**config.mk**
```make
export PLATFORM = sky130hd
export DESIGN_NAME = dmcs_event_sec
export DESIGN_NICKNAME = d
export VERILOG_FILES = /design/src/pkg/dmcs_pkg.sv /design/src/rtl/dmcs_addr_wrap.sv /design/src/rtl/dmcs_event_sec.sv
export SDC_FILE = /design/constraint.sdc
export NUM_CORES = 2
export LEC_CHECK = 0
export ABC_AREA = 1
export CELL_PAD_IN_SITES_DETAIL_PLACEMENT = 0
export CELL_PAD_IN_SITES_GLOBAL_PLACEMENT = 1
export CORE_AREA = 4 4 630 632
export CTS_BUF_LIST = sky130_fd_sc_hd__clkbuf_2
export DETAILED_ROUTE_END_ITERATION = 6
export DIE_AREA = 0 0 634 636
export DONT_BUFFER_PORTS = 1
export HOLD_SLACK_MARGIN = 0.12
export PLACE_DENSITY_LB_ADDON = 0.1
export SYNTH_ARGS = -nofsm -noshare
export SYNTH_HDL_FRONTEND = slang
export SYNTH_SLANG_ARGS = --single-unit
```
**constraint.sdc**
```tcl
create_clock -name ref_clk -period 7.5 [get_ports ref_clk]
set_input_delay 0.375 -clock ref_clk [delete_from_list [all_inputs] [get_ports ref_clk]]
set_output_delay 0.375 -clock ref_clk [all_outputs]
set_load 0.02 [all_outputs]
```
**src/pkg/dmcs_pkg.sv**
```systemverilog
// Purpose: shared constants and types for the dma event and security block
// Assumes: eight channels, 32-bit byte addresses
// Notes:   area select n gives a wrap window of 2**n bytes, 0 switches it off

package dmcs_pkg;

   // ---------------------------------------------------------------
   // sizes
   // ---------------------------------------------------------------
   localparam int NCH    = 8;
   localparam int CHW    = 3;
   localparam int AW     = 32;
   localparam int CW     = 16;  // transfer counter width
   localparam int SW     = 11;  // repeat or block span, 1 to 1024
   localparam int ARW    = 5;   // area select width

   // ---------------------------------------------------------------
   // limits and reset values
   // ---------------------------------------------------------------
   localparam logic [ARW-1:0] AREA_MAX  = 5'h1B;   // 2**27 bytes = 128 Mbytes
   localparam logic [SW-1:0]  SPAN_MAX  = 11'h400; // 1024 units
   localparam logic [SW-1:0]  SPAN_ONE  = 11'h001;
   localparam logic [CW-1:0]  CNT_ONE   = 16'h0001;
   localparam logic [CW-1:0]  CNT_RST   = 16'h0000;
   localparam logic [SW-1:0]  SPAN_RST  = 11'h000;
   localparam logic [AW-1:0]  ADDR_RST  = 32'h0000_0000;

   // ---------------------------------------------------------------
   // modes and channel states
   // ---------------------------------------------------------------
   typedef enum logic [1:0] {
      MODE_NORMAL = 2'h0,
      MODE_REPEAT = 2'h1,
      MODE_BLOCK  = 2'h2
   } dmcs_mode_t;

   typedef enum logic [2:0] {
      ST_IDLE = 3'h1,
      ST_RUN  = 3'h2,
      ST_HALT = 3'h4
   } dmcs_state_t;

   // ---------------------------------------------------------------
   // carriers
   // ---------------------------------------------------------------
   typedef struct packed {
      dmcs_mode_t     mode;
      logic           freeRun;     // no transfer end
      logic           repeatSrc;   // repeat side: 1 source, 0 destination
      logic           secure;      // channel security attribute
      logic [CW-1:0]  count;       // units, or blocks in block mode
      logic [SW-1:0]  span;        // repeat size or block size
      logic [AW-1:0]  srcStart;
      logic [AW-1:0]  dstStart;
      logic [2:0]     srcStep;     // bytes per unit, 0 keeps address fixed
      logic [2:0]     dstStep;
      logic [ARW-1:0] srcArea;
      logic [ARW-1:0] dstArea;
   } dmcs_cfg_t;

   typedef struct packed {
      logic           valid;
      logic [CHW-1:0] chan;
      logic           write;
      logic [AW-1:0]  addr;
   } dmcs_acc_t;

   typedef struct packed {
      logic [AW-1:0] flashLo;
      logic [AW-1:0] flashHi;
      logic [AW-1:0] sramLo;
      logic [AW-1:0] sramHi;
   } dmcs_secmap_t;

endpackage : dmcs_pkg

```
**src/rtl/dmcs_addr_wrap.sv**
```systemverilog
// Purpose: next address with extended repeat area wrap
// Assumes: area select already clamped by the caller
// Notes:   purely combinational, one per address side

`timescale 1ns/1ps

module dmcs_addr_wrap (
   input  wire logic [dmcs_pkg::AW-1:0]  addr,
   input  wire logic [2:0]               step,
   input  wire logic [dmcs_pkg::ARW-1:0] area,
   output logic      [dmcs_pkg::AW-1:0]  nextAddr,
   output logic                          overflow
);

   logic [dmcs_pkg::AW-1:0] mask;
   logic [dmcs_pkg::AW-1:0] sum;
   logic                    areaOn;

   // ---------------------------------------------------------------
   // wrap arithmetic
   // ---------------------------------------------------------------
   // upper bits stay fixed, only the window bits roll over
   always_comb begin
      areaOn   = (area != 5'h00);
      mask     = ~(32'hFFFF_FFFF << area);
      sum      = addr + {29'h0000_0000, step};
      nextAddr = areaOn ? ((addr & ~mask) | (sum & mask)) : sum;
      overflow = areaOn && ((sum & ~mask) != (addr & ~mask));
   end

endmodule : dmcs_addr_wrap

```
**src/rtl/dmcs_event_sec.sv**
```systemverilog
// Purpose: per-channel end, escape, link and error events plus access filter
// Assumes: datapath pulses unitDone once per data unit with its bus response
// Notes:   all event outputs are registered; accViolation stays high while a violating request is held, the others are single-cycle pulses
//
// Notes on behaviour
// RULE_01 - transfer end irq when counter runs out
// RULE_02 - escape irq when repeat size completes
// RULE_03 - escape irq on source area overflow
// RULE_04 - escape irq on destination area overflow
// RULE_05 - shared error irq on any bus error
// RULE_06 - link request per unit, per block
// RULE_07 - non-secure accesses checked before bus
// RULE_08 - per-channel security attribute held
// RULE_09 - module stop halts the block clock
// RULE_10 - wrap keeps upper bits, 2B to 128MB
// RULE_11 - repeat side returns to start address
// RULE_12 - error stops channel, clears activation request
// RULE_13 - every request output one-cycle pulse
// RULE_14 - violation suppressed, handled as transfer error

`timescale 1ns/1ps

module dmcs_event_sec (
   input  wire logic                                     ref_clk,
   input  wire logic                                     rstn,
   input  wire dmcs_pkg::dmcs_cfg_t [dmcs_pkg::NCH-1:0]  chCfg,
   input  wire logic [dmcs_pkg::NCH-1:0]                 chStart,
   input  wire logic [dmcs_pkg::NCH-1:0]                 unitDone,
   input  wire logic [dmcs_pkg::NCH-1:0]                 busErr,
   input  wire dmcs_pkg::dmcs_acc_t                      accReq,
   input  wire dmcs_pkg::dmcs_secmap_t                   secMap,
   input  wire logic                                     moduleStop,
   output logic                                          busReqValid,
   output logic [dmcs_pkg::NCH-1:0]                      chActive,
   output logic [dmcs_pkg::NCH-1:0][dmcs_pkg::AW-1:0]    chSrcAddr,
   output logic [dmcs_pkg::NCH-1:0][dmcs_pkg::AW-1:0]    chDstAddr,
   output logic [dmcs_pkg::NCH-1:0]                      channel_irq,
   output logic [dmcs_pkg::NCH-1:0]                      eventLinkReq,
   output logic [dmcs_pkg::NCH-1:0]                      activationClear,
   output logic                                          transfer_error_irq,
   output logic                                          accViolation,
   output logic                                          moduleClkRun
);

   logic                       stop_q;
   logic                       viol;
   logic [dmcs_pkg::NCH-1:0]   violCh;
   logic [dmcs_pkg::NCH-1:0]   errCh;
   logic [dmcs_pkg::NCH-1:0]   secAttr;
   logic                       errIrq_q;
   logic                       accViol_q;

   // ---------------------------------------------------------------
   // module stop
   // ---------------------------------------------------------------
   // RULE_09 stop state register
   always_ff @(posedge ref_clk or negedge rstn) begin
      if (!rstn) begin
         stop_q <= 1'b0;
      end else begin
         stop_q <= moduleStop;
      end
   end

   // clock control gates our clock from this, so it must stay a flop
   assign moduleClkRun = ~stop_q;

   // ---------------------------------------------------------------
   // security filter
   // ---------------------------------------------------------------
   generate
      for (genvar s = 0; s < dmcs_pkg::NCH; s++) begin : g_sec
         // RULE_08 per-channel attribute
         assign secAttr[s] = chCfg[s].secure;
      end
   endgenerate

   // RULE_07 region check, combinational so the bus never sees it
   always_comb begin
      viol = accReq.valid && !secAttr[accReq.chan] &&
             (((accReq.addr >= secMap.flashLo) && (accReq.addr <= secMap.flashHi)) ||
              ((accReq.addr >= secMap.sramLo) && (accReq.addr <= secMap.sramHi)));
      violCh = '0;
      violCh[accReq.chan] = viol;
   end

   // RULE_14 violating access withheld from the bus
   assign busReqValid = accReq.valid && !viol && !stop_q;

   // ---------------------------------------------------------------
   // shared error outputs
   // ---------------------------------------------------------------
   // RULE_05 one error irq for all channels
   always_ff @(posedge ref_clk or negedge rstn) begin
      if (!rstn) begin
         errIrq_q  <= 1'b0;
         accViol_q <= 1'b0;
      end else begin
         errIrq_q  <= |errCh;
         accViol_q <= viol;
      end
   end

   assign transfer_error_irq = errIrq_q;
   assign accViolation       = accViol_q;

   // ---------------------------------------------------------------
   // channels
   // ---------------------------------------------------------------
   generate
      for (genvar i = 0; i < dmcs_pkg::NCH; i++) begin : g_ch
         dmcs_pkg::dmcs_state_t     state_q;
         logic [dmcs_pkg::CW-1:0]   cnt_q;
         logic [dmcs_pkg::SW-1:0]   span_q;
         logic [dmcs_pkg::AW-1:0]   src_q;
         logic [dmcs_pkg::AW-1:0]   dst_q;
         logic [dmcs_pkg::AW-1:0]   srcNext;
         logic [dmcs_pkg::AW-1:0]   dstNext;
         logic [dmcs_pkg::ARW-1:0]  srcArea;
         logic [dmcs_pkg::ARW-1:0]  dstArea;
         logic                      srcOvf;
         logic                      dstOvf;
         logic                      run;
         logic                      beat;
         logic                      spanLast;
         logic                      cntLast;
         logic                      isBlock;
         logic                      isRepeat;
         logic                      endEv;
         logic                      escEv;
         logic                      linkEv;
         logic                      irq_q;
         logic                      link_q;
         logic                      clr_q;

         // RULE_10 area select clamped to 128 Mbytes
         assign srcArea = (chCfg[i].srcArea > dmcs_pkg::AREA_MAX) ?
                          dmcs_pkg::AREA_MAX : chCfg[i].srcArea;
         assign dstArea = (chCfg[i].dstArea > dmcs_pkg::AREA_MAX) ?
                          dmcs_pkg::AREA_MAX : chCfg[i].dstArea;

         // RULE_10 source window wrap
         dmcs_addr_wrap u_src (
            .addr     (src_q),
            .step     (chCfg[i].srcStep),
            .area     (srcArea),
            .nextAddr (srcNext),
            .overflow (srcOvf)
         );

         dmcs_addr_wrap u_dst (
            .addr     (dst_q),
            .step     (chCfg[i].dstStep),
            .area     (dstArea),
            .nextAddr (dstNext),
            .overflow (dstOvf)
         );

         // event qualification for this channel
         always_comb begin
            isBlock  = (chCfg[i].mode == dmcs_pkg::MODE_BLOCK);
            isRepeat = (chCfg[i].mode == dmcs_pkg::MODE_REPEAT);
            run      = (state_q == dmcs_pkg::ST_RUN) && !stop_q;
            errCh[i] = run && ((unitDone[i] && busErr[i]) || violCh[i]);
            beat     = run && unitDone[i] && !errCh[i];
            spanLast = (span_q == dmcs_pkg::SPAN_ONE);
            cntLast  = (cnt_q == dmcs_pkg::CNT_ONE);
            endEv    = beat && !chCfg[i].freeRun && cntLast && (!isBlock || spanLast);
            escEv    = beat && ((isRepeat && spanLast) || srcOvf || dstOvf);
            linkEv   = beat && (!isBlock || spanLast);
         end

         // channel state, errors park the channel until restarted
         always_ff @(posedge ref_clk or negedge rstn) begin
            if (!rstn) begin
               state_q <= dmcs_pkg::ST_IDLE;
            end else begin
               case (state_q)
                  dmcs_pkg::ST_IDLE,
                  dmcs_pkg::ST_HALT: begin
                     if (chStart[i] && !stop_q) begin
                        state_q <= dmcs_pkg::ST_RUN;
                     end
                  end
                  dmcs_pkg::ST_RUN: begin
                     // RULE_12 stop failing channel
                     if (errCh[i]) begin
                        state_q <= dmcs_pkg::ST_HALT;
                     end else if (endEv) begin
                        state_q <= dmcs_pkg::ST_IDLE;
                     end
                  end
                  default: begin
                     state_q <= dmcs_pkg::ST_IDLE;
                  end
               endcase
            end
         end

         // RULE_01 transfer counter, blocks counted in block mode
         always_ff @(posedge ref_clk or negedge rstn) begin
            if (!rstn) begin
               cnt_q <= dmcs_pkg::CNT_RST;
            end else if (chStart[i] && !run) begin
               cnt_q <= chCfg[i].count;
            end else if (beat && !chCfg[i].freeRun && (!isBlock || spanLast)) begin
               cnt_q <= cnt_q - dmcs_pkg::CNT_ONE;
            end
         end

         // RULE_02 repeat and block span counter
         always_ff @(posedge ref_clk or negedge rstn) begin
            if (!rstn) begin
               span_q <= dmcs_pkg::SPAN_RST;
            end else if ((chStart[i] && !run) || (beat && spanLast)) begin
               span_q <= (chCfg[i].span > dmcs_pkg::SPAN_MAX) ?
                         dmcs_pkg::SPAN_MAX : chCfg[i].span;
            end else if (beat) begin
               span_q <= span_q - dmcs_pkg::SPAN_ONE;
            end
         end

         // RULE_11 repeat side back to start address
         always_ff @(posedge ref_clk or negedge rstn) begin
            if (!rstn) begin
               src_q <= dmcs_pkg::ADDR_RST;
               dst_q <= dmcs_pkg::ADDR_RST;
            end else if (chStart[i] && !run) begin
               src_q <= chCfg[i].srcStart;
               dst_q <= chCfg[i].dstStart;
            end else if (beat) begin
               src_q <= (isRepeat && spanLast && chCfg[i].repeatSrc) ?
                        chCfg[i].srcStart : srcNext;
               dst_q <= (isRepeat && spanLast && !chCfg[i].repeatSrc) ?
                        chCfg[i].dstStart : dstNext;
            end
         end

         // RULE_13 registered single-cycle event pulses
         always_ff @(posedge ref_clk or negedge rstn) begin
            if (!rstn) begin
               irq_q  <= 1'b0;
               link_q <= 1'b0;
               clr_q  <= 1'b0;
            end else begin
               // RULE_03 source overflow folded in escEv
               // RULE_04 destination overflow folded in escEv
               irq_q  <= endEv || escEv;
               // RULE_06 link per unit or block
               link_q <= linkEv;
               // RULE_12 ask interrupt control unit to clear
               clr_q  <= errCh[i];
            end
         end

         assign channel_irq[i]     = irq_q;
         assign eventLinkReq[i]    = link_q;
         assign activationClear[i] = clr_q;
         assign chActive[i]        = (state_q == dmcs_pkg::ST_RUN);
         assign chSrcAddr[i]       = src_q;
         assign chDstAddr[i]       = dst_q;
      end
   endgenerate

endmodule : dmcs_event_sec

```
==> metrics.sh, run 1 <==
OUTCOME='stopped before the end'
FLOW.STOPPED_AT='4_1_cts'
FLOW.FIRST_ERROR='[ERROR RSZ-0060] Max buffer count reached.'
DETAILED_PLACE_HPWL_MM=351
YOSYSWARNINGS=0
DIE_Y_UM=636
NETLIST_AREA_UM2=71400
SYNTH-COMPOUND-AREA-SHARE_PCT=19.4
POST_CTS_HOLD_BUFFER_COUNT=3321
DIE_W_UM=634
SYNTH_SIMPLE_GATE_AREA_SHARE_PCT=33.0
NET_COUNT_AFTER_SYNTHESIS=12458
SYNTH-XOR-AREA-SHARE_PCT=6.18
CTS.SINK_COUNT=779
TOP_CELL_TYPE_BY_TOTAL_AREA_AFTER_SYNTHESIS='dfrtp_1'
CLOCK_TREE.HTREE_LEVEL_COUNT=5
POST_SYNTH.CELL_AREA_AVG_UM2=6.41
LEADING_POST_SYNTHESIS_CELLS_BY_CELL_AREA='dfrtp_1 (27%), nand2_1 (15%), inv_1 (7.0%), nor2_1 (6.2%), o21ai_0 (5.8%)'
INITIAL_UTILIZATION_PCT=18.2
POST_SYNTH_FA_HA_MAJ_AREA_FRACTION_PCT=4.09
SYNTH.LIB_CELLS_USED.DISTINCT=72
SYNTH_TOP_FAMILY_BY_AREA='simple AND/OR/NAND/NOR gates'
BUFFERS_INSERTED_BY_POST_CTS_TIMING_REPAIR=0
PIN_COUNT=1636
CTS_MAX_PATH_BUFFERS=4
POST_SYNTH_INST_COUNT=11146
SYNTH.FF_LATCH_COUNT=779
FINALWEIGHTEDCONGESTION=0.911
DPL-INSTANCE-AREA_UM2=76700
ROWS=230
NUMBER_OF_BUFFER_CELLS_ADDED_ON_PRIMARY_PORTS=0
POST_SYNTHESIS_ASYNC_SET_OR_RESET_FLOP_SHARE_PCT=100
YOSYSSEQAREASHARE_PCT=27.3
CLOCKROOTBUFFER='clkbuf_2'
CTS.REPAIR.RESIZED=0
SYNTH.AREA.MUX_SHARE_PCT=0.210
NUMPLACEDINSTANCES=16071
POST_SYNTH_EDFFS=0
PREDOMINANT_POST_SYNTHESIS_FLOP_CELL='dfrtp_1'
POST-SYNTH-TOP-AREA-FRACTION_PCT=27.0
MINIMUM_SETUP_SLACK_AFTER_PLACEMENT_NS=2.39
CTS-BUFFERS-INSERTED=299
## synthesized netlist by cell type, types with 12 or more instances
cell      instances
inv_1          1330
nand3_1         645
a21oi_1         798
nor2_1         1172
a22oi_1         100
a21o_1           84
nor3_1          265
a211oi_1         12
nor2_2           50
o22ai_1          16
o21a_1           13
xnor2_1         151
ha_1            208
inv_2            18
clkbuf_1        152
nor2_4           23
or2_2            36
nand3b_1         54
a221oi_1         13
o31ai_1          94
o21ai_1          40
a32oi_1          32
fa_1             16
nand4_1         254
buf_6            30
nand3_2          21
buf_2           116
clkinv_1         12
nand2_1        2819
mux2i_1          15
nor4_1           64
a31oi_1         226
buf_4            52
xor2_1          353
o211ai_1        125
nand2_2          39
dfrtp_1         771
o21ai_0         823
## cell families after synthesis
group / count (synthesis)
and+or+nand+nor: 5484
AOI/OAI and AO/OA: 2423
DFF: 779
muxes: 15
buffers and inverters: 1717
xor gates and xnor gates: 504
adders and majority gates: 224
## through the flow
stage	hold slack, ns	util (%)
floorplan	0.0794	-
detailed placement	0.0817	19.6
global placement	0.0812	19.6
==> inputs of run 2 (changes only) <==
==> config.mk (replaced) <==
export PLATFORM = sky130hd
export DESIGN_NAME = dmcs_event_sec
export DESIGN_NICKNAME = d
export VERILOG_FILES = /design/src/pkg/dmcs_pkg.sv /design/src/rtl/dmcs_addr_wrap.sv /design/src/rtl/dmcs_event_sec.sv
export SDC_FILE = /design/constraint.sdc
export NUM_CORES = 2
export LEC_CHECK = 0
export ABC_AREA = 1
export CORE_AREA = 4 4 626 628
export DETAILED_ROUTE_END_ITERATION = 6
export DIE_AREA = 0 0 630 632
export DONT_BUFFER_PORTS = 1
export PLACE_DENSITY_LB_ADDON = 0.15
export SYNTH_ARGS = -nofsm -noshare
export SYNTH_HDL_FRONTEND = slang
export SYNTH_SLANG_ARGS = --single-unit
==> run 2 against run 1 <==
Effect of this change:
- the flow now finishes without violations
- synthesized cell count unchanged
- area after synthesis unchanged
==> metrics.sh, run 2 <==
WORSTPATHARRIVAL_NS=6.64
CLOCK_TRANSITION_AT_THE_REGISTERS_OF_THE_REPORTED_PATHS_NS=0.06
MAX-SLEW-MARGIN-REL_PCT=31.8
CRIT_PATH_START_KIND='register'
SYNTHTOPCELLSBYCOUNT='nand2_1 (2819), inv_1 (1330), nor2_1 (1172)'
ROWS=228  # -0.87%
CLOCK_TREE.HTREE_LEVEL_COUNT=3  # -2
CP_TOP_FAMILY='buffers and inverters'
GRTUSAGETOTAL_PCT=19.2
POWERDENSITY_nW_PER_UM2=305
HOLD_VIOL_FINAL=0
CTS_MAX_PATH_BUFFERS=4  # unchanged
DRC_ERRORS=0
POWER.SHARE.CLOCK_PCT=20.3
INTPOWER_mW=14.7
MOST_COMMON_LIBRARY_CELL_IN_THE_LAYOUT_IGNORING_FILL_AND_TAPS='nand2_1'
ANTENNA_VIOLATIONS_BEFORE_REPAIR=154
FLOW.AREA_GROWTH_FROM_SYNTHESIS_PCT=34.2
YOSYSMOSTFREQUENTCELL='nand2_1'
SETUP.WORST_PATH.CLASS='register to register'
MAX-CAP-VIOLATIONS=0
DETAILED_PLACE_HPWL_MM=318  # -9.4%
DESIGN.DIE.AREA_UM2=398000
FINAL_MAX_SLEW_VIOL_COUNT=0
POST_SYNTH.CELL_AREA_AVG_UM2=6.41  # unchanged
TIMING.SETUP.TNS_NS=0
YOSYSSEQAREASHARE_PCT=27.3  # unchanged
POST-ROUTE-PERIOD-UTIL_PCT=78.2
CTS_TREE='built'
POST_SYNTH_INST_COUNT=11146  # unchanged
DRT.ANTENNA.VIOLATING_NETS=0
ROUTEDWLPERCELL_UM=22.5
POWER.IR.VDD_WORST_V=0.000229
LAYOUT.NETS=13794
SETUP_VIOLATIONS=0
NETLIST_AREA_UM2=71400  # unchanged
OUTCOME='complete, no violations'
BUFFERS_INSERTED_BY_POST_CTS_TIMING_REPAIR=0  # unchanged
NET_COUNT_AFTER_SYNTHESIS=12458  # unchanged
HOLD_PATH.CLASS='input pin to register'
CORE-AREA_UM2=385000
P_SWITCHING_mW=14.5
PATH_MAX_FANOUT=41
DRIVE_GT1_SHARE_PCT=3.84
INITIAL_UTILIZATION_PCT=18.5  # +0.28 points
POST-ROUTE-UTIL_PCT=24.9
PATH_CELLS='nor2_1 > inv_1 > nor2_1 > inv_1 > nor2_1 > inv_1 > nand2_1 > buf_4 > nand2_2 > inv_1 > o21ai_0 > o21ai_0 > dlygate4sd3_1 > nor2_1 > dlygate4sd3_1 > a21oi_1 > dlygate4sd3_1'
FINAL_CELL_MIX='nand2_1 (2811), dlygate4sd3_1 (1499), inv_1 (1330)'
VIASPERCELL=4.65
WORST_PATH_LARGEST_CELL_DELAY_NS=0.87
MAX_FREQ_MHz=170
GRT_SETUP_UNREPAIRED='false'
NUMPLACEDINSTANCES=16034  # -0.23%
DIE_W_UM=630  # -0.63%
CTS.REPAIR.RESIZED=0  # unchanged
FIN_WS_NS=1.63
POST_SYNTH_EDFFS=0  # unchanged
CLOCKROOTBUFFER='clkbuf_16'
PIN_COUNT=1636  # unchanged
CLOCK_SKEW_NS=0.0539
VIAS=82942
POST_CTS_HOLD_BUFFER_COUNT=1499  # -55%
POST-SYNTH-TOP-AREA-FRACTION_PCT=27.0  # unchanged
GRT_FIRST_PASS_WIRELENGTH_MM=581
GR-TOTAL-OVERFLOW=0
CTS-BUFFERS-INSERTED=122  # -59%
CRIT_SLOWEST_CELL='inv_1'
GRT_START_MAX_NET_PINS=107
LEADING_POST_SYNTHESIS_CELLS_BY_CELL_AREA='dfrtp_1 (27%), nand2_1 (15%), inv_1 (7.0%), nor2_1 (6.2%), o21ai_0 (5.8%)'
MINIMUM_SETUP_SLACK_AFTER_PLACEMENT_NS=2.85  # +0.460 ns
CTS.SINK_COUNT=779  # unchanged
LAYOUT.FILLER_CELLS=43853
SYNTH.LIB_CELLS_USED.DISTINCT=72  # unchanged
POST_SYNTHESIS_ASYNC_SET_OR_RESET_FLOP_SHARE_PCT=100  # unchanged
DETAILEDROUTE.FIRSTPASSITERATIONCOUNT=6
CP_NUM_BUF_INV=8
DIE_Y_UM=632  # -0.63%
POWER.SHARE.COMBINATIONAL_PCT=41.9
WORSTSETUPENDPOINTTYPE='register'
FINISH.CELL_COUNT_WITHOUT_FILLERS=17842
CRITICAL_PATH_REQUIRED_NS=8.28
NUMBER_OF_DRC_MARKERS_IN_ITERATION_0=5858
YOSYSWARNINGS=0  # unchanged
PREDOMINANT_POST_SYNTHESIS_FLOP_CELL='dfrtp_1'
POST-ROUTE-MIN-PERIOD_NS=5.87
SW_FRAC_OF_TOTAL_PCT=49.6
LEAKAGEPOWER_nW=43.1
WORST_PIN_SLEW_NS=1.02
FIRST_GLOBAL_VIAS=81431
SYNTH.FF_LATCH_COUNT=779  # unchanged
TOTAL_WIRE_LENGTH_MM=402
CLKLATENCYLATEPIN_NS=0.86
POWER.SEQUENTIAL.FRACTION_PCT=37.8
TOP_CELL_TYPE_BY_TOTAL_AREA_AFTER_SYNTHESIS='dfrtp_1'
FINALWEIGHTEDCONGESTION=0.938  # +3.0%
NUMBER_OF_BUFFER_CELLS_ADDED_ON_PRIMARY_PORTS=0  # unchanged
[run 2: worst min-delay path: stages]
cell and delay [ns]:
nor2_2 0.03, nand3_1 0.25, nand2_1 0.20
[run 2: cell families after synthesis]
family                   count (synthesis)  share of synthesized area, %
flip-flops                             779                          27.3
multiplexers                            15                         0.210
XOR/XNOR                               504                          6.18
AND/OR/NAND/NOR                       5484                          33.0
AO/OA/AOI/OAI                         2423                          19.4
adder cells (fa/ha/maj)                224                          4.09
buffers and inverters                 1717                          9.82
[run 2: cell type report]
class	instances	area [um^2]	area share (%)
multi-input combinational	8650	45000	46.9
sequential	779	19500	20.4
timing repair buffer	1569	15600	16.3
tap	5175	6470	6.76
inverter	1360	5100	5.33
clock buffer	187	3570	3.72
clock inverter	32	389	0.406
antenna	90	225	0.235
[run 2: metrics by stage]
| step | area [um^2] | power [mW] | hold WS [ns] |
|---|---|---|---|
| 3_3_place_gp | 76700 | 21.2 | 0.376 |
| 3_5_place_dp | 76700 | 21.1 | 0.382 |
| 5_1_grt | 95800 | 31.5 | 0.0613 |
| 6_report | 95800 | 29.3 | 0.0865 |
| 2_1_floorplan | 71400 | 17.1 | 0.0794 |
| 4_1_cts | 95600 | 29.5 | 0.000513 |
[run 2: power groups by stage]
stage                     Sequential, mW  Combinational (mW)  Clock (mW)
after floorplan                     9.27                7.82           0
after global placement              11.2                10.0           0
after detailed placement            11.2                9.95           0
after CTS                           11.1                12.2        6.20
after global routing                11.3                13.9        6.32
final                               11.1                12.3        5.95
[run 2: worst paths after layout]
kind	startpoint	to	slack [ns]	depth (start not counted)
worst min register to register	g_ch[4].state_q[0]$_DFFE_PN1P_	g_ch[4].state_q[0]$_DFFE_PN1P_	0.47	2
worst min-delay path	chCfg[669]	g_ch[5].irq_q$_DFF_PN0_	0.09	3
max in group asynchronous	rstn	stop_q$_DFF_PN0_	5.56	4
worst max register to register	g_ch[6].state_q[2]$_DFFE_PN0P_	register	1.63	17
worst max-delay path	g_ch[6].state_q[2]$_DFFE_PN0P_	register	1.63	17
min in group asynchronous	rstn	asynchronous set/reset pin	0.14	2
[run 2: metal layers]
layer / track usage, % / up-vias / share of wire (%)
li1: - / 39987 / -
met1: 23.8 / 39856 / 42
met2: 33.3 / 2480 / 48
met3: 4.10 / 573 / 6.3
met4: 5.96 / 46 / 3.3
met5: 0 / - / 0.069
(Power assumes the default switching activity.)
